### config.mk
export PLATFORM = sky130hd
export DESIGN_NAME = mrps_selector
export DESIGN_NICKNAME = d
export VERILOG_FILES = /design/src/hw/mrps_sync.v /design/src/hw/mrps_apb_regs.v /design/src/hw/mrps_selector.v
export VERILOG_INCLUDE_DIRS = /design/src /design/src/inc
export SDC_FILE = /design/constraint.sdc
export NUM_CORES = 1
export LEC_CHECK = 0
export BUFFER_PORTS_ARGS = -buffer_cell sky130_fd_sc_hd__buf_2
export CAP_MARGIN = 30
export CORE_MARGIN = 5
export CORE_UTILIZATION = 30
export CTS_BUF_LIST = sky130_fd_sc_hd__clkbuf_2
export CTS_CLUSTER_DIAMETER = 30
export DETAILED_ROUTE_END_ITERATION = 12
export GPL_ROUTABILITY_DRIVEN = 0
export PLACE_DENSITY_LB_ADDON = 0.3
export SETUP_SLACK_MARGIN = 0.02
export SYNTH_ARGS = -nofsm -noshare
export SYNTH_HDL_FRONTEND = slang
export SYNTH_SLANG_ARGS = --single-unit
### constraint.sdc
create_clock -name clk -period 2 [get_ports clk]
set_clock_uncertainty 0.15 [all_clocks]
set_input_delay 0.4 -clock clk [delete_from_list [all_inputs] [get_ports clk]]
set_output_delay 0.4 -clock clk [all_outputs]
set_load 0.02 [all_outputs]
### src/inc/mrps_regs.vh
// register map, field positions, configurations and timing for the selector
//
// Operation
// (RQ1) software enables a channel clock, picks the mode, then pulses reset.
// (RQ2) pins connect to each channel according to the held mode setting.
// (RQ3) both channels in use allow dual RMII only, never MII.
// (RQ4) shared clock pin is channel 0 RX_CLK or REF_CLK, both in dual.
// (RQ5) RMII ignores receive error; dual RMII uses that pin as ch1 CRS_DV.
// (RQ6) MII transmit error pin is high only during low-power idle.
// (RQ7) MII carries the full channel 0 signal set.
// (RQ8) single RMII uses two data bits, CRS_DV, REF_CLK; rest unused.
// (RQ9) dual RMII maps channel 1 onto upper data, error and TX_CLK pins.
// (RQ10) channel 1 absent on single variants; channels independent otherwise.
// (RQ11) stopping a channel clock requires the full setup again.
// (RQ12) MAC internal mode bits are set by software after reset release.
// (RQ13) pins stay enabled and retained in stop and timer modes.
// (RQ14) mode select 0 is MII, 1 RMII; reset bit 1 holds reset.
// (RQ15) software waits for PHY clocks before releasing reset.
// (RQ16) routing changes only while affected channels are held in reset.
// (RQ17) unused outputs drive a fixed low level; unused inputs are ignored.
`ifndef MRPS_REGS_VH
`define MRPS_REGS_VH

`define MRPS_ADDR_W         12
`define MRPS_OFS_MODE       12'h000
`define MRPS_OFS_CLKG       12'h008
`define MRPS_OFS_STAT       12'h00c

`define MRPS_MODE_IFSEL     0
`define MRPS_MODE_MAC0_HW_RESET      1
`define MRPS_MODE_MAC1_HW_RESET      2
`define MRPS_CLKG_EN0       0
`define MRPS_CLKG_EN1       1

`define MRPS_MODE_RESET     3'h6
`define MRPS_CLKG_RESET     2'h0

`define MRPS_CFG_MII        2'h0
`define MRPS_CFG_RMII1      2'h1
`define MRPS_CFG_RMII2      2'h3

`define MRPS_CLK_MHZ        125
`define MRPS_CLK_LOSS_NS    1000
`define MRPS_CLK_LOSS_CYC   ((`MRPS_CLK_LOSS_NS * `MRPS_CLK_MHZ) / 1000)
`define MRPS_LOSS_W         8

`endif

### src/hw/mrps_sync.v
// two-stage synchroniser for pin inputs
module mrps_sync #(
  parameter W = 1
) (
  input  wire         clk,
  input  wire         sys_rst,
  input  wire [W-1:0] din,
  output wire [W-1:0] dout
);
  reg [W-1:0] meta_r;
  reg [W-1:0] stable_r;

  always @(posedge clk) begin
    if (sys_rst) begin
      meta_r   <= {W{1'b0}};
      stable_r <= {W{1'b0}};
    end else begin
      meta_r   <= din;
      stable_r <= meta_r;
    end
  end

  assign dout = stable_r;
endmodule

### src/hw/mrps_apb_regs.v
// APB slave holding the mode and clock gate registers and reading back the status input
`include "mrps_regs.vh"
module mrps_apb_regs (
  input  wire                    clk,
  input  wire                    sys_rst,
  input  wire                    psel,
  input  wire                    penable,
  input  wire                    pwrite,
  input  wire [`MRPS_ADDR_W-1:0] paddr,
  input  wire [31:0]             pwdata,
  output reg  [31:0]             prdata,
  output reg                     pready,
  output reg                     pslverr,
  input  wire [7:0]              status,
  input  wire                    ch1Present,
  output reg  [2:0]              modeReg_r,
  output reg  [1:0]              clkgReg_r
);
  reg        hit;
  reg [31:0] rdVal;

  always @* begin
    hit   = 1'b1;
    rdVal = 32'h0;
    case (paddr)
      `MRPS_OFS_MODE: rdVal = {29'h0, modeReg_r};
      `MRPS_OFS_CLKG: rdVal = {30'h0, clkgReg_r};
      `MRPS_OFS_STAT: rdVal = {24'h0, status};
      default:        hit   = 1'b0;
    endcase
  end

  // no wait state: setup latches the answer, access completes
  always @(posedge clk) begin
    if (sys_rst) begin
      prdata    <= 32'h0;
      pready    <= 1'b0;
      pslverr   <= 1'b0;
      modeReg_r <= `MRPS_MODE_RESET;
      clkgReg_r <= `MRPS_CLKG_RESET;
    end else begin
      if (psel && !penable) begin
        pready  <= 1'b1;
        pslverr <= ~hit;
        prdata  <= pwrite ? 32'h0 : rdVal;
      end else begin
        pready  <= 1'b0;
        pslverr <= 1'b0;
      end
      if (psel && penable && pready && pwrite) begin
        if (paddr == `MRPS_OFS_MODE) begin
          modeReg_r[`MRPS_MODE_IFSEL] <= pwdata[`MRPS_MODE_IFSEL]; // [RQ14]
          modeReg_r[`MRPS_MODE_MAC0_HW_RESET]  <= pwdata[`MRPS_MODE_MAC0_HW_RESET];
          // channel 1 bits stay fixed when the channel is absent
          modeReg_r[`MRPS_MODE_MAC1_HW_RESET]  <= ch1Present ?
                                         pwdata[`MRPS_MODE_MAC1_HW_RESET] : 1'b1; // [RQ10]
        end
        if (paddr == `MRPS_OFS_CLKG) begin
          clkgReg_r[`MRPS_CLKG_EN0] <= pwdata[`MRPS_CLKG_EN0];
          clkgReg_r[`MRPS_CLKG_EN1] <= ch1Present &
                                       pwdata[`MRPS_CLKG_EN1]; // [RQ10]
        end
      end
    end
  end
endmodule

### src/hw/mrps_selector.v
// MII / RMII pin selector for one or two MAC channels
//
// Added by the designer: the APB slave port and the register addresses.
`include "mrps_regs.vh"
module mrps_selector #(
  parameter DUAL_CH  = 1,
  parameter LOSS_CYC = `MRPS_CLK_LOSS_CYC
) (
  input  wire                    clk,
  input  wire                    sys_rst,
  // register bus
  input  wire                    psel,
  input  wire                    penable,
  input  wire                    pwrite,
  input  wire [`MRPS_ADDR_W-1:0] paddr,
  input  wire [31:0]             pwdata,
  output wire [31:0]             prdata,
  output wire                    pready,
  output wire                    pslverr,
  // chip low-power state (stop or timer mode)
  input  wire                    lowPowerMode,
  // system control towards the MACs
  output reg                     mac0ClockEnable_r,
  output reg                     mac1ClockEnable_r,
  output reg                     mac0HwReset_r,
  output reg                     mac1HwReset_r,
  // channel 0 MAC side
  output reg                     mac0RxClkEn_r,
  output reg                     mac0TxClkEn_r,
  output reg  [3:0]              mac0Rxd_r,
  output reg                     mac0RxDv_r,
  output reg                     mac0RxEr_r,
  output reg                     mac0Crs_r,
  output reg                     mac0Col_r,
  output reg                     mac0MdioIn_r,
  input  wire [3:0]              mac0Txd,
  input  wire                    mac0TxEn,
  input  wire                    mac0LpiActive,
  input  wire                    mac0Mdc,
  input  wire                    mac0MdioOut,
  input  wire                    mac0MdioOe,
  // channel 1 MAC side
  output reg                     mac1RxClkEn_r,
  output reg  [1:0]              mac1Rxd_r,
  output reg                     mac1CrsDv_r,
  output reg                     mac1MdioIn_r,
  input  wire [1:0]              mac1Txd,
  input  wire                    mac1TxEn,
  input  wire                    mac1Mdc,
  input  wire                    mac1MdioOut,
  input  wire                    mac1MdioOe,
  // pins
  input  wire                    sharedRxRefClockPin,
  input  wire [3:0]              rxdPin,
  input  wire                    rxDvPin,
  input  wire                    rxerrOrCh1DvPin,
  input  wire                    crsPin,
  input  wire                    colPin,
  input  wire                    txclkOrCh1MgmtClockPinIn,
  output reg                     txclkOrCh1MgmtClockPinOut_r,
  output reg                     txclkOrCh1MgmtClockPinOe_r,
  output reg  [3:0]              txdPin_r,
  output reg                     txEnPin_r,
  output reg                     txerrOrCh1TxenPin_r,
  output reg                     mdcPin_r,
  input  wire                    mdioPinIn,
  output reg                     mdioPinOut_r,
  output reg                     mdioPinOe_r,
  input  wire                    ch1MgmtDataPinIn,
  output reg                     ch1MgmtDataPinOut_r,
  output reg                     ch1MgmtDataPinOe_r
);
  wire        ch1Present = (DUAL_CH != 0);
  wire [2:0]  interfaceModeRegister;
  wire [1:0]  macClockGateRegister;
  wire [7:0]  status;
  wire [11:0] pinSync;

  wire phyIfSelect     = interfaceModeRegister[`MRPS_MODE_IFSEL];
  wire mac0HwResetBit  = interfaceModeRegister[`MRPS_MODE_MAC0_HW_RESET];
  wire mac1HwResetBit  = interfaceModeRegister[`MRPS_MODE_MAC1_HW_RESET];
  wire mac0ClkEnBit    = macClockGateRegister[`MRPS_CLKG_EN0];
  wire mac1ClkEnBit    = macClockGateRegister[`MRPS_CLKG_EN1] & ch1Present;

  reg [1:0] cfg_r;
  reg       needSetup0_r;
  reg       needSetup1_r;
  reg [1:0] clkPrev_r;
  reg [1:0] clkPresent_r;
  reg       configError_r;

  mrps_apb_regs u_regs (
    .clk        (clk),
    .sys_rst    (sys_rst),
    .psel       (psel),
    .penable    (penable),
    .pwrite     (pwrite),
    .paddr      (paddr),
    .pwdata     (pwdata),
    .prdata     (prdata),
    .pready     (pready),
    .pslverr    (pslverr),
    .status     (status),
    .ch1Present (ch1Present),
    .modeReg_r  (interfaceModeRegister),
    .clkgReg_r  (macClockGateRegister)
  );

  mrps_sync #(
    .W (12)
  ) u_sync (
    .clk     (clk),
    .sys_rst (sys_rst),
    .din     ({ch1MgmtDataPinIn, mdioPinIn, colPin, crsPin,
               txclkOrCh1MgmtClockPinIn, rxerrOrCh1DvPin, rxDvPin,
               rxdPin, sharedRxRefClockPin}),
    .dout    (pinSync)
  );

  wire       sRefClk = pinSync[0];
  wire [3:0] sRxd    = pinSync[4:1];
  wire       sRxDv   = pinSync[5];
  wire       sRxErr  = pinSync[6];
  wire       sTxClk  = pinSync[7];
  wire       sCrs    = pinSync[8];
  wire       sCol    = pinSync[9];
  wire       sMdio0  = pinSync[10];
  wire       sMdio1  = pinSync[11];

  wire [1:0] clkSrc  = {sTxClk, sRefClk};
  wire [1:0] clkRise = clkSrc & ~clkPrev_r;

  // clock presence: 0 is the shared receive clock, 1 the MII transmit clock
  genvar gi;
  generate
    for (gi = 0; gi < 2; gi = gi + 1) begin : g_clkdet
      reg [`MRPS_LOSS_W-1:0] lossCnt_r;
      always @(posedge clk) begin
        if (sys_rst) begin
          lossCnt_r        <= {`MRPS_LOSS_W{1'b0}};
          clkPrev_r[gi]    <= 1'b0;
          clkPresent_r[gi] <= 1'b0;
        end else begin
          clkPrev_r[gi] <= clkSrc[gi];
          if (clkRise[gi]) begin
            lossCnt_r        <= {`MRPS_LOSS_W{1'b0}};
            clkPresent_r[gi] <= 1'b1;
          end else if (lossCnt_r == LOSS_CYC[`MRPS_LOSS_W-1:0]) begin
            clkPresent_r[gi] <= 1'b0;
          end else begin
            lossCnt_r <= lossCnt_r + {{(`MRPS_LOSS_W-1){1'b0}}, 1'b1};
          end
        end
      end
    end
  endgenerate

  // requested configuration; MII never pairs with channel 1
  wire       reqDual = phyIfSelect & mac1ClkEnBit;                 // [RQ3]
  wire [1:0] reqCfg  = {reqDual, phyIfSelect};                     // [RQ14]
  wire       isMii   = (cfg_r == `MRPS_CFG_MII);
  wire       isDual  = (cfg_r == `MRPS_CFG_RMII2) & ch1Present;    // [RQ10]
  wire       run0    = mac0ClockEnable_r & ~mac0HwReset_r;
  wire       run1    = mac1ClockEnable_r & ~mac1HwReset_r & isDual;

  wire rst0Eff = mac0HwResetBit | needSetup0_r;
  wire rst1Eff = mac1HwResetBit | needSetup1_r | ~ch1Present;
  wire ch1Touched = cfg_r[1] | reqCfg[1];
  wire cfgMayChange = mac0HwReset_r & (mac1HwReset_r | ~ch1Touched);

  assign status = {1'b0, configError_r, cfg_r, clkPresent_r,
                   needSetup1_r, needSetup0_r};

  // setup tracking and applied routing
  always @(posedge clk) begin
    if (sys_rst) begin
      needSetup0_r      <= 1'b1;
      needSetup1_r      <= 1'b1;
      mac0ClockEnable_r <= 1'b0;
      mac1ClockEnable_r <= 1'b0;
      mac0HwReset_r     <= 1'b1;
      mac1HwReset_r     <= 1'b1;
      cfg_r             <= `MRPS_CFG_MII;
      configError_r     <= 1'b0;
    end else begin
      // a stopped clock forces reset until reset is issued again
      if (!mac0ClkEnBit)
        needSetup0_r <= 1'b1;                                      // [RQ11]
      else if (mac0HwResetBit)
        needSetup0_r <= 1'b0;                                      // [RQ1]
      if (!mac1ClkEnBit)
        needSetup1_r <= 1'b1;                                      // [RQ11]
      else if (mac1HwResetBit)
        needSetup1_r <= 1'b0;
      mac0ClockEnable_r <= mac0ClkEnBit;
      mac1ClockEnable_r <= mac1ClkEnBit;                           // [RQ10]
      mac0HwReset_r     <= rst0Eff;                                // [RQ14]
      mac1HwReset_r     <= rst1Eff;
      if (cfgMayChange)
        cfg_r <= reqCfg;                                           // [RQ16]
      configError_r <= ~phyIfSelect & mac1ClkEnBit;                // [RQ3]
    end
  end

  // receive direction: pins towards the MACs
  always @(posedge clk) begin
    if (sys_rst) begin
      mac0RxClkEn_r <= 1'b0;
      mac0TxClkEn_r <= 1'b0;
      mac0Rxd_r     <= 4'h0;
      mac0RxDv_r    <= 1'b0;
      mac0RxEr_r    <= 1'b0;
      mac0Crs_r     <= 1'b0;
      mac0Col_r     <= 1'b0;
      mac0MdioIn_r  <= 1'b0;
      mac1RxClkEn_r <= 1'b0;
      mac1Rxd_r     <= 2'h0;
      mac1CrsDv_r   <= 1'b0;
      mac1MdioIn_r  <= 1'b0;
    end else begin
      // the shared pin clocks channel 0, and channel 1 too in dual RMII
      mac0RxClkEn_r <= mac0ClockEnable_r & clkRise[0];             // [RQ4]
      mac1RxClkEn_r <= mac1ClockEnable_r & isDual & clkRise[0];    // [RQ4]
      mac0TxClkEn_r <= mac0ClockEnable_r & isMii & clkRise[1];     // [RQ7]
      if (mac0ClockEnable_r) begin
        mac0RxDv_r   <= sRxDv;                                     // [RQ2]
        mac0MdioIn_r <= sMdio0;
        if (isMii) begin
          mac0Rxd_r  <= sRxd;                                      // [RQ7]
          mac0RxEr_r <= sRxErr;
          mac0Crs_r  <= sCrs;
          mac0Col_r  <= sCol;
        end else begin
          mac0Rxd_r  <= {2'h0, sRxd[1:0]};                         // [RQ8]
          mac0RxEr_r <= 1'b0;                                      // [RQ5]
          mac0Crs_r  <= 1'b0;                                      // [RQ17]
          mac0Col_r  <= 1'b0;                                      // [RQ17]
        end
      end else begin
        mac0Rxd_r    <= 4'h0;
        mac0RxDv_r   <= 1'b0;
        mac0RxEr_r   <= 1'b0;
        mac0Crs_r    <= 1'b0;
        mac0Col_r    <= 1'b0;
        mac0MdioIn_r <= 1'b0;
      end
      if (mac1ClockEnable_r && isDual) begin
        mac1Rxd_r    <= sRxd[3:2];                                 // [RQ9]
        mac1CrsDv_r  <= sRxErr;                                    // [RQ5]
        mac1MdioIn_r <= sMdio1;                                    // [RQ9]
      end else begin
        mac1Rxd_r    <= 2'h0;                                      // [RQ17]
        mac1CrsDv_r  <= 1'b0;
        mac1MdioIn_r <= 1'b0;
      end
    end
  end

  // transmit direction: MACs towards the pins, frozen in low power
  always @(posedge clk) begin
    if (sys_rst) begin
      txdPin_r                    <= 4'h0;
      txEnPin_r                   <= 1'b0;
      txerrOrCh1TxenPin_r         <= 1'b0;
      txclkOrCh1MgmtClockPinOut_r <= 1'b0;
      txclkOrCh1MgmtClockPinOe_r  <= 1'b0;
      mdcPin_r                    <= 1'b0;
      mdioPinOut_r                <= 1'b0;
      mdioPinOe_r                 <= 1'b0;
      ch1MgmtDataPinOut_r         <= 1'b0;
      ch1MgmtDataPinOe_r          <= 1'b0;
    end else if (!lowPowerMode) begin                              // [RQ13]
      txEnPin_r    <= run0 & mac0TxEn;                             // [RQ2]
      mdcPin_r     <= run0 & mac0Mdc;
      mdioPinOut_r <= run0 & mac0MdioOut;
      mdioPinOe_r  <= run0 & mac0MdioOe;
      if (isMii) begin
        txdPin_r            <= run0 ? mac0Txd : 4'h0;              // [RQ7]
        txerrOrCh1TxenPin_r <= run0 & mac0LpiActive;               // [RQ6]
      end else if (isDual) begin
        txdPin_r            <= {run1 ? mac1Txd : 2'h0,
                                run0 ? mac0Txd[1:0] : 2'h0};       // [RQ9]
        txerrOrCh1TxenPin_r <= run1 & mac1TxEn;                    // [RQ9]
      end else begin
        txdPin_r            <= {2'h0, run0 ? mac0Txd[1:0] : 2'h0}; // [RQ8]
        txerrOrCh1TxenPin_r <= 1'b0;                               // [RQ17]
      end
      // the transmit clock pin turns into channel 1 MDC in dual RMII
      txclkOrCh1MgmtClockPinOe_r  <= isDual;                       // [RQ9]
      txclkOrCh1MgmtClockPinOut_r <= run1 & mac1Mdc;               // [RQ9]
      ch1MgmtDataPinOut_r         <= run1 & mac1MdioOut;           // [RQ10]
      ch1MgmtDataPinOe_r          <= run1 & mac1MdioOe;
    end
  end
endmodule

==> results of run 1 <==
-- where the power goes --
group | switching, W | internal [W]
combinational | 0.000151 | 0.000122
sequential | 0.0000234 | 0.00196
clock | 0.000647 | 0.000172
-- kinds of logic after synthesis --
group | Yosys count
DFF | 96
and+or+nand+nor | 144
buffers and inverters | 46
muxes | 4
adders and majority gates | 4
AOI/OAI and AO/OA | 51
xor gates and xnor gates | 10
other | 1
-- cell usage in the layout, fill, tap and decap left out, types with 3 or more instances in the layout --
cell type	n
nor2b_1	35
nor3_1	7
and2_1	14
buf_2	89
a21oi_1	28
xnor2_1	4
nand2_1	25
a221oi_1	3
clkbuf_2	10
xor2_1	6
and4_1	3
buf_4	8
nand4_1	8
nand3b_1	9
or3_1	4
nor4_4	3
clkinvlp_4	3
a22o_1	7
ha_1	4
conb_1	25
nor2_1	11
mux2i_1	3
o31ai_1	3
dfxtp_1	96
dlygate4sd3_1	29
nand3_1	10
inv_1	11
-- path summary, 6_finish.rpt --
check | end | depth (start not counted) | slack (ns)
hold / removal | txerrOrCh1TxenPin_r | 3 | 0.07
setup reg to reg | txdPin_r[3] | 4 | 0.30
hold reg to reg | mac0RxDv_r | 1 | 0.30
setup / recovery | mac1HwReset_r | 1 | 0.20
-- per-stage QoR --
step                      setup slack (ns)  instance area (um2)  util [%]  power [W]  std cells
after detailed placement             0.147                 4150      34.9    0.00225        589
after CTS                            0.144                 4540      38.1    0.00313        634
after floorplan                      0.449                 3690         -    0.00219        380
after global routing                0.0801                 4540      38.1    0.00324        634
final                                0.204                 4540      38.1    0.00307        634
after global placement               0.186                 4150      34.9    0.00224        589
-- routing by layer --
metal	routed length [um]	GRT usage [%]
met5	0	0
met4	184	5.73
met2	3900	19.7
met1	3570	13.6
met3	369	3.25
-- layout make-up --
class,instances,area [um2]
Fill cell,1240,7370
Timing Repair Buffer,126,796
Inverter,11,41.3
Sequential cell,96,1920
Clock inverter,6,45.0
Clock buffer,10,50.0
Tap cell,147,184
Multi-Input combinational cell,238,1500
-- registers in the layout (all words and copies together) (netlist names), 2 cells and up --
| signal | flops |
|---|---|
| cfg_r | 2 |
| clkPresent_r | 2 |
| clkPrev_r | 2 |
| g_clkdet.lossCnt_r | 16 |
| mac0Rxd_r | 4 |
| mac1Rxd_r | 2 |
| txdPin_r | 4 |
| u_regs.clkgReg_r | 2 |
| u_regs.modeReg_r | 3 |
| u_regs.prdata | 7 |
| u_sync.dout | 12 |
| u_sync.meta_r | 12 |
-- synthesized netlist by cell type (2+ instances only) --
| cell type | n | area [um2] |
|---|---|---|
| nand2b_1 | 2 | 12.5 |
| mux2i_1 | 3 | 30.0 |
| nand2_1 | 25 | 93.8 |
| xnor2_1 | 4 | 35.0 |
| nor2_1 | 11 | 41.3 |
| buf_1 | 2 | 7.51 |
| o22ai_1 | 2 | 12.5 |
| a211oi_1 | 2 | 15.0 |
| and4_1 | 3 | 26.3 |
| clkbuf_1 | 6 | 22.5 |
| ha_1 | 4 | 50.1 |
| and3b_1 | 2 | 17.5 |
| dfxtp_1 | 96 | 1920 |
| nand3b_1 | 9 | 67.6 |
| o2111a_1 | 2 | 22.5 |
| and2_1 | 14 | 87.6 |
| nand4_1 | 8 | 50.1 |
| nor2b_1 | 35 | 219 |
| nand4b_2 | 2 | 30.0 |
| a21oi_1 | 28 | 140 |
| nor4_4 | 3 | 63.8 |
| nand3_2 | 2 | 20.0 |
| nand3_1 | 10 | 50.1 |
| or3_1 | 4 | 25.0 |
| o21ai_0 | 2 | 10.0 |
| and3_1 | 2 | 12.5 |
| a221oi_1 | 3 | 26.3 |
| buf_4 | 25 | 188 |
| a22o_1 | 7 | 61.3 |
| inv_1 | 11 | 41.3 |
| o31ai_1 | 3 | 22.5 |
| xor2_1 | 6 | 52.6 |
| nor3b_1 | 2 | 15.0 |
| nor3_1 | 7 | 35.0 |
==> flow_summary_export.csv, run 1 <==
group,metric,value,unit
critical_path,worst-path-buf-inv,1,
global_routing,overflow,0,
floorplanning,row_count,40,
yosys,synth_cell_types,43,
critical_path,arrival,1.25,ns
global_routing,grt_pass1_vias,2896,
critical_path,path_class,"reg2out",
yosys,synth.area.mux_share,1.15,%
yosys,synthArstFlopShare,0,%
global_routing,globalRouteTotalUtil,11.7,%
global_routing,grt_start_max_net_pins,27,
timing,period_needed,1.80,ns
drt,route.detailed.drc,0,
floorplanning,die_w,120,um
global_routing,antenna_found_initial,0,
critical_path,cp-start-kind,"flop",
critical_path,cp_cell_sequence,"buf_2",
yosys,synth_ff_type,"dfxtp_1",
drt,dr.first_iter.drc_count,117,
critical_path,reg2reg_from,"cfg_r[0]",
drt,vias,2790,
timing,final_hold_viol_count,0,
hold_path,holdCritStartpoint,"mac0LpiActive",
place,portBuffers,89,
drt,dr.pass1.iters,4,
drt,routed_wl,8.03,mm
yosys,synth-compound-area-share,9.00,%
floorplanning,pin_count,144,
power_and_ir_drop,leakagePower,2.06,nW
yosys,synth_top_family_by_area,"simple AND/OR/NAND/NOR gates",
critical_path,end_kind,"primary output",
job,cap_violations,0,
cts,clock-sinks,96,
cts,cts_resized,0,
yosys,yosysSeqAreaShare,53.4,%
yosys,synth-edff-count,0,
final_layout,antennaDiodeCount,0,
cts,postCtsHoldBufs,29,
yosys,syn_inst,356,
timing,maxSlewViolCount,0,
critical_path,critPathMaxFanout,6,
cts,cts.clk_slew.worst_paths,0.24,ns
cts,numCtsBuffers,9,
critical_path,critPathLaunch,"mac1HwReset_r",
critical_path,cp_top_family,"flip-flops",
timing,finalSetupTns,0,ns
cts,clockBufferDepth,2,
run_status,outcome,"completed",
hold_path,min-delay-path-class,"in2reg",
cts,cts_tree,"built",
global_routing,grt_pass1_wl,13.5,mm
yosys,syn_area,3600,um2
drt,wl_per_cell,12.7,um
critical_path,cpMaxStageDelayCell,"dfxtp_1",
yosys,avgSynthCellArea,10.1,um2
timing,fmax,557,MHz
cts,cts_setup_buffers,0,
power_and_ir_drop,ir_worst_vdd,280,uV
yosys,ys_warn_count,0,
floorplanning,die_h,120,um
critical_path,max_stage_delay,0.50,ns
yosys,yosys.area_share.simple,25.1,%
cts,htree_levels,3,
cts,cts_root_buf,"clkbuf_2",
final_layout,area_growth,26.0,%
final_layout,fin_nets,563,
final_layout,drive_above_1_share,25.3,%
drt,routed_via_density,4.40,
place,place_hpwl,5.94,mm
timing,finalCritPeriodShare,89.8,%
floorplanning,start_util,30.2,%
yosys,ys_ff_latch,96,
critical_path,required,1.45,ns
floorplanning,die_area,14300,um2
yosys,synthXorXnorAreaFrac,2.43,%
floorplanning,core,11900,um2
timing,rsz0062_at_grt,"false",
drt,antenna_left,0,
timing,hold_slack,0.0700,ns
power_and_ir_drop,powerDensity,677,nW/um2
cts,insertion_delay,0.54,ns
timing,setup_viol,0,
yosys,synthAdderAreaFrac,1.39,%
(Power assumes the default switching activity.)
==> inputs of run 2 (changes only) <==
--- a/config.mk
+++ b/config.mk
@@ -8,8 +8,10 @@
 export LEC_CHECK = 0
 export BUFFER_PORTS_ARGS = -buffer_cell sky130_fd_sc_hd__buf_2
 export CAP_MARGIN = 30
+export CELL_PAD_IN_SITES_DETAIL_PLACEMENT = 0
+export CELL_PAD_IN_SITES_GLOBAL_PLACEMENT = 2
 export CORE_MARGIN = 5
-export CORE_UTILIZATION = 30
+export CORE_UTILIZATION = 29
 export CTS_BUF_LIST = sky130_fd_sc_hd__clkbuf_2
 export CTS_CLUSTER_DIAMETER = 30
 export DETAILED_ROUTE_END_ITERATION = 12
==> flow_summary_export.csv, run 2 (synthesis results as in run 1) <==
group,metric,value,unit
run_status,outcome,"completed",
final_layout,largest_reg_flops,16,
final_layout,antennaDiodeCount,0,
floorplanning,die_area,14800,um2
cts,cts_resized,0,
drt,routed_via_density,4.17,
timing,period_needed,1.78,ns
final_layout,final_cells,663,
drt,antenna_left,0,
floorplanning,die_w,121,um
place,place_hpwl,6.19,mm
cts,clock-sinks,96,
final_layout,largest_register,"g_clkdet.lossCnt_r",
power_and_ir_drop,ir_worst_vdd,213,uV
global_routing,grt_pass1_vias,2792,
global_routing,grt_start_max_net_pins,27,
drt,vias,2768,
critical_path,path_class,"in2reg",
cts,cts_tree,"built",
cts,numCtsBuffers,9,
hold_path,min-delay-path-class,"in2reg",
critical_path,arrival,2.09,ns
final_layout,multi_input_area,1500,um2
cts,htree_levels,3,
drt,routed_wl,8.43,mm
global_routing,grt_pass1_wl,13.4,mm
critical_path,ff2ff_path_depth,4,
global_routing,overflow,0,
final_layout,drive_above_1_share,25.1,%
drt,dr.first_iter.drc_count,85,
cts,cts.clk_slew.worst_paths,0.25,ns
place,dpl.cell_count,612,
timing,final_hold_viol_count,0,
critical_path,cp-start-kind,"input port",
final_layout,area_growth,29.3,%
timing,finalSetupTns,0,ns
final_layout,fillers,1258,
timing,setup_viol,0,
drt,wl_per_cell,12.7,um
critical_path,required,2.31,ns
drt,route.detailed.drc,0,
final_layout,final-seq-area,1920,um2
final_layout,final_common_cell,"dfxtp_1",
hold_path,holdPathStages,3,
cts,cts_root_buf,"clkbuf_2",
final_layout,fin_nets,571,
timing,maxSlewViolCount,0,
timing,fmax,563,MHz
floorplanning,start_util,29.7,%
floorplanning,die_h,121,um
place,portBuffers,89,
final_layout,layout_common_cells,"dfxtp_1, buf_2, nor2b_1, dlygate4sd3_1, a21oi_1",
critical_path,end_kind,"flop",
timing,rsz0062_at_grt,"false",
floorplanning,row_count,40,
cts,clockBufferDepth,2,
drt,dr.pass1.iters,4,
timing,finalCritPeriodShare,88.8,%
job,cap_violations,0,
global_routing,globalRouteTotalUtil,11.5,%
power_and_ir_drop,powerDensity,686,nW/um2
cts,insertion_delay,0.56,ns
floorplanning,pin_count,144,
floorplanning,core,12100,um2
critical_path,critPathMaxFanout,5,
power_and_ir_drop,leakagePower,2.10,nW
global_routing,antenna_found_initial,0,
## run 2: final timing paths
| path | slack, ns | startpoint | to |
|---|---|---|---|
| worst min-delay path | 0.08 | mac1Txd[0] | txdPin_r[2] |
| worst max-delay path | 0.22 | paddr[1] | u_regs.pslverr |
| worst min register to register | 0.29 | u_sync.meta_r[5] | u_sync.dout[5] |
| worst max register to register | 0.44 | mac1ClockEnable_r | txdPin_r[2] |
## run 2: power by group
part / internal (W) / total, W / switching (W)
clock network: 0.000296 / 0.000925 / 0.000629
registers: 0.00196 / 0.00198 / 0.0000255
logic: 0.000131 / 0.000285 / 0.000155
## run 2: worst max-delay path, cell delays in order
cell and delay (ns):
dlygate4sd3_1 0.53, buf_2 0.13, nor4_4 0.33, dlygate4sd3_1 0.61, a31oi_1 0.09
## run 2: layer usage
| metal | up-vias | wire (um) | track usage, % |
|---|---|---|---|
| li1 | 1435 | - | - |
| met1 | 1255 | 3750 | 14.0 |
| met2 | 64 | 4000 | 18.5 |
| met5 | - | 0 | 0 |
| met4 | 0 | 157 | 4.55 |
| met3 | 14 | 520 | 4.24 |
## run 2: final cells by class
class	instances	area share [%]
Clock inverter	5	1.24
Sequential cell	96	41.3
Multi-Input combinational cell	238	32.2
Timing Repair Buffer	134	18.7
Clock buffer	11	1.18
Inverter	11	0.886
Tap cell	168	4.51
## run 2: through the flow
stage / util, % / hold WS, ns / instance area [um2] / power (W) / setup slack (ns)
floorplan: - / 0.256 / 3690 / 0.00219 / 0.449
global placement: 34.6 / 0.264 / 4200 / 0.00225 / 0.192
detailed placement: 34.6 / 0.267 / 4200 / 0.00225 / 0.166
CTS: 38.2 / 0.00104 / 4630 / 0.00324 / 0.177
global route: 38.5 / 0.0353 / 4660 / 0.00336 / 0.109
finish: 38.5 / 0.0782 / 4660 / 0.00319 / 0.225
## run 2: repair_timing
| item | CTS | global route |
|---|---|---|
| hold buffers | 32 | 3 |
| endpoints found under the hold margin | 29 | 2 |
| buffers inserted | 0 | 0 |
==> inputs of run 3 (changes only) <==
--- a/config.mk
+++ b/config.mk
@@ -8,7 +8,7 @@
 export LEC_CHECK = 0
 export BUFFER_PORTS_ARGS = -buffer_cell sky130_fd_sc_hd__buf_2
 export CAP_MARGIN = 30
-export CELL_PAD_IN_SITES_DETAIL_PLACEMENT = 0
+export CELL_PAD_IN_SITES_DETAIL_PLACEMENT = 1
 export CELL_PAD_IN_SITES_GLOBAL_PLACEMENT = 2
 export CORE_MARGIN = 5
 export CORE_UTILIZATION = 29
==> flow_summary_export.csv, run 3 (synthesis results as in run 1) <==
group,metric,value,unit
timing,finalSetupTns,0,ns
drt,wl_per_cell,13.8,um
critical_path,cp_cell_sequence,"buf_2",
timing,rsz0062_at_grt,"false",
critical_path,cp-start-kind,"flop",
floorplanning,start_util,29.7,%
drt,routed_via_density,4.37,
global_routing,antenna_found_initial,0,
cts,htree_levels,3,
final_layout,largest_reg_flops,16,
critical_path,max_stage_delay,0.46,ns
drt,antenna_left,0,
floorplanning,row_count,40,
drt,routed_wl,9.12,mm
power_and_ir_drop,powerDensity,709,nW/um2
power_and_ir_drop,leakagePower,2.10,nW
cts,cts.clk_slew.worst_paths,0.25,ns
critical_path,required,1.45,ns
final_layout,fillers,1456,
timing,maxSlewViolCount,0,
global_routing,globalRouteTotalUtil,12.5,%
run_status,outcome,"completed",
global_routing,grt_pass1_vias,2946,
final_layout,fin_nets,570,
global_routing,overflow,0,
timing,final_hold_viol_count,0,
critical_path,cpMaxStageDelayCell,"dfxtp_1",
hold_path,min-delay-path-class,"in2reg",
floorplanning,core,12100,um2
drt,vias,2893,
cts,cts_root_buf,"clkbuf_2",
critical_path,arrival,1.21,ns
final_layout,post-route-util,38.5,%
critical_path,end_kind,"primary output",
timing,period_needed,1.76,ns
final_layout,drive_above_1_share,24.7,%
global_routing,grt_pass1_wl,14.4,mm
cts,clock-sinks,96,
drt,dr.first_iter.drc_count,86,
final_layout,antennaDiodeCount,0,
critical_path,cp_top_family,"flip-flops",
place,portBuffers,89,
global_routing,grt_start_max_net_pins,27,
drt,dr.pass1.iters,4,
cts,insertion_delay,0.55,ns
timing,finalCritPeriodShare,88.1,%
final_layout,layout_common_cells,"dfxtp_1, buf_2, nor2b_1",
critical_path,path_class,"reg2out",
floorplanning,die_w,121,um
timing,setup_viol,0,
floorplanning,die_h,121,um
critical_path,worst-path-buf-inv,1,
place,place_hpwl,6.74,mm
final_layout,final_common_cell,"dfxtp_1",
final_layout,area_growth,29.6,%
cts,clockBufferDepth,2,
final_layout,largest_register,"g_clkdet.lossCnt_r",
power_and_ir_drop,ir_worst_vdd,280,uV
cts,cts_tree,"built",
job,cap_violations,0,
timing,fmax,568,MHz
critical_path,critPathMaxFanout,6,
cts,numCtsBuffers,9,
floorplanning,die_area,14800,um2
floorplanning,pin_count,144,
drt,route.detailed.drc,0,
## run 3: cell types whose count changed in the layout (fill, tap and decap cells not counted), sizes merged
cell         delta
clkbuf          -2
bufinv          +1
clkinv          +1
dlygate4sd3     -1
## run 3: worst paths after layout
kind	from	endpoint	slack, ns	cells after the start
max reg2reg	g_clkdet[0].lossCnt_r[2]	g_clkdet[0].lossCnt_r[7]	0.47	4
min reg2reg	u_sync.dout[1]	mac0Rxd_r[0]	0.30	1
max	mac1HwReset_r	mac1HwReset_r	0.24	1
min	pwrite	u_regs.prdata[3]	0.07	3
## run 3: report_power, final
group	leakage [nW]	switching, W	internal (W)	total, W
sequential	0.781	0.0000255	0.00196	0.00198
clock	0.0706	0.000636	0.000400	0.00104
combinational	1.25	0.000158	0.000130	0.000288
## run 3: stage by stage
| stage | hold slack [ns] | worst slack [ns] | cell area, um2 | instances | power (W) |
|---|---|---|---|---|---|
| CTS | 0.00251 | 0.158 | 4650 | 660 | 0.00336 |
| detailed placement | 0.270 | 0.158 | 4200 | 612 | 0.00226 |
| global placement | 0.264 | 0.192 | 4200 | 612 | 0.00225 |
| floorplan | 0.256 | 0.449 | 3690 | 380 | 0.00219 |
| finish | 0.0669 | 0.238 | 4670 | 662 | 0.00331 |
| global route | 0.00198 | 0.105 | 4670 | 662 | 0.00349 |
## run 3: per-layer routing
metal | GRT usage, % | up-vias | routed length (um)
li1 | - | 1439 | -
met1 | 15.2 | 1378 | 4020
met2 | 20.2 | 61 | 4460
met3 | 4.38 | 15 | 455
met4 | 4.83 | 0 | 191
met5 | 0 | - | 0
## run 3: repair_timing
| action | 4_1_cts | 5_1_grt |
|---|---|---|
| endpoints found under the hold margin | 31 | 1 |
| hold buffers | 32 | 2 |
| buffers inserted | 0 | 0 |
| gates resized for setup | 0 | 0 |
## run 3: worst reg2reg max path: cells and delay by family (launching register included)
family | cells | cell delay [ns]
AO/OA/AOI/OAI | 1 | 0.12
flip-flops | 1 | 0.46
AND/OR/NAND/NOR | 3 | 0.76
## run 3: layout make-up
| type | instances | area (um2) | area share [%] |
|---|---|---|---|
| clock buffers | 9 | 45.0 | 0.965 |
| clock inverters | 7 | 86.3 | 1.85 |
| inverters | 11 | 41.3 | 0.885 |
| multi-input cells | 238 | 1500 | 32.2 |
| flip-flops and latches | 96 | 1920 | 41.2 |
| well taps | 168 | 210 | 4.50 |
| repair buffers | 133 | 861 | 18.4 |
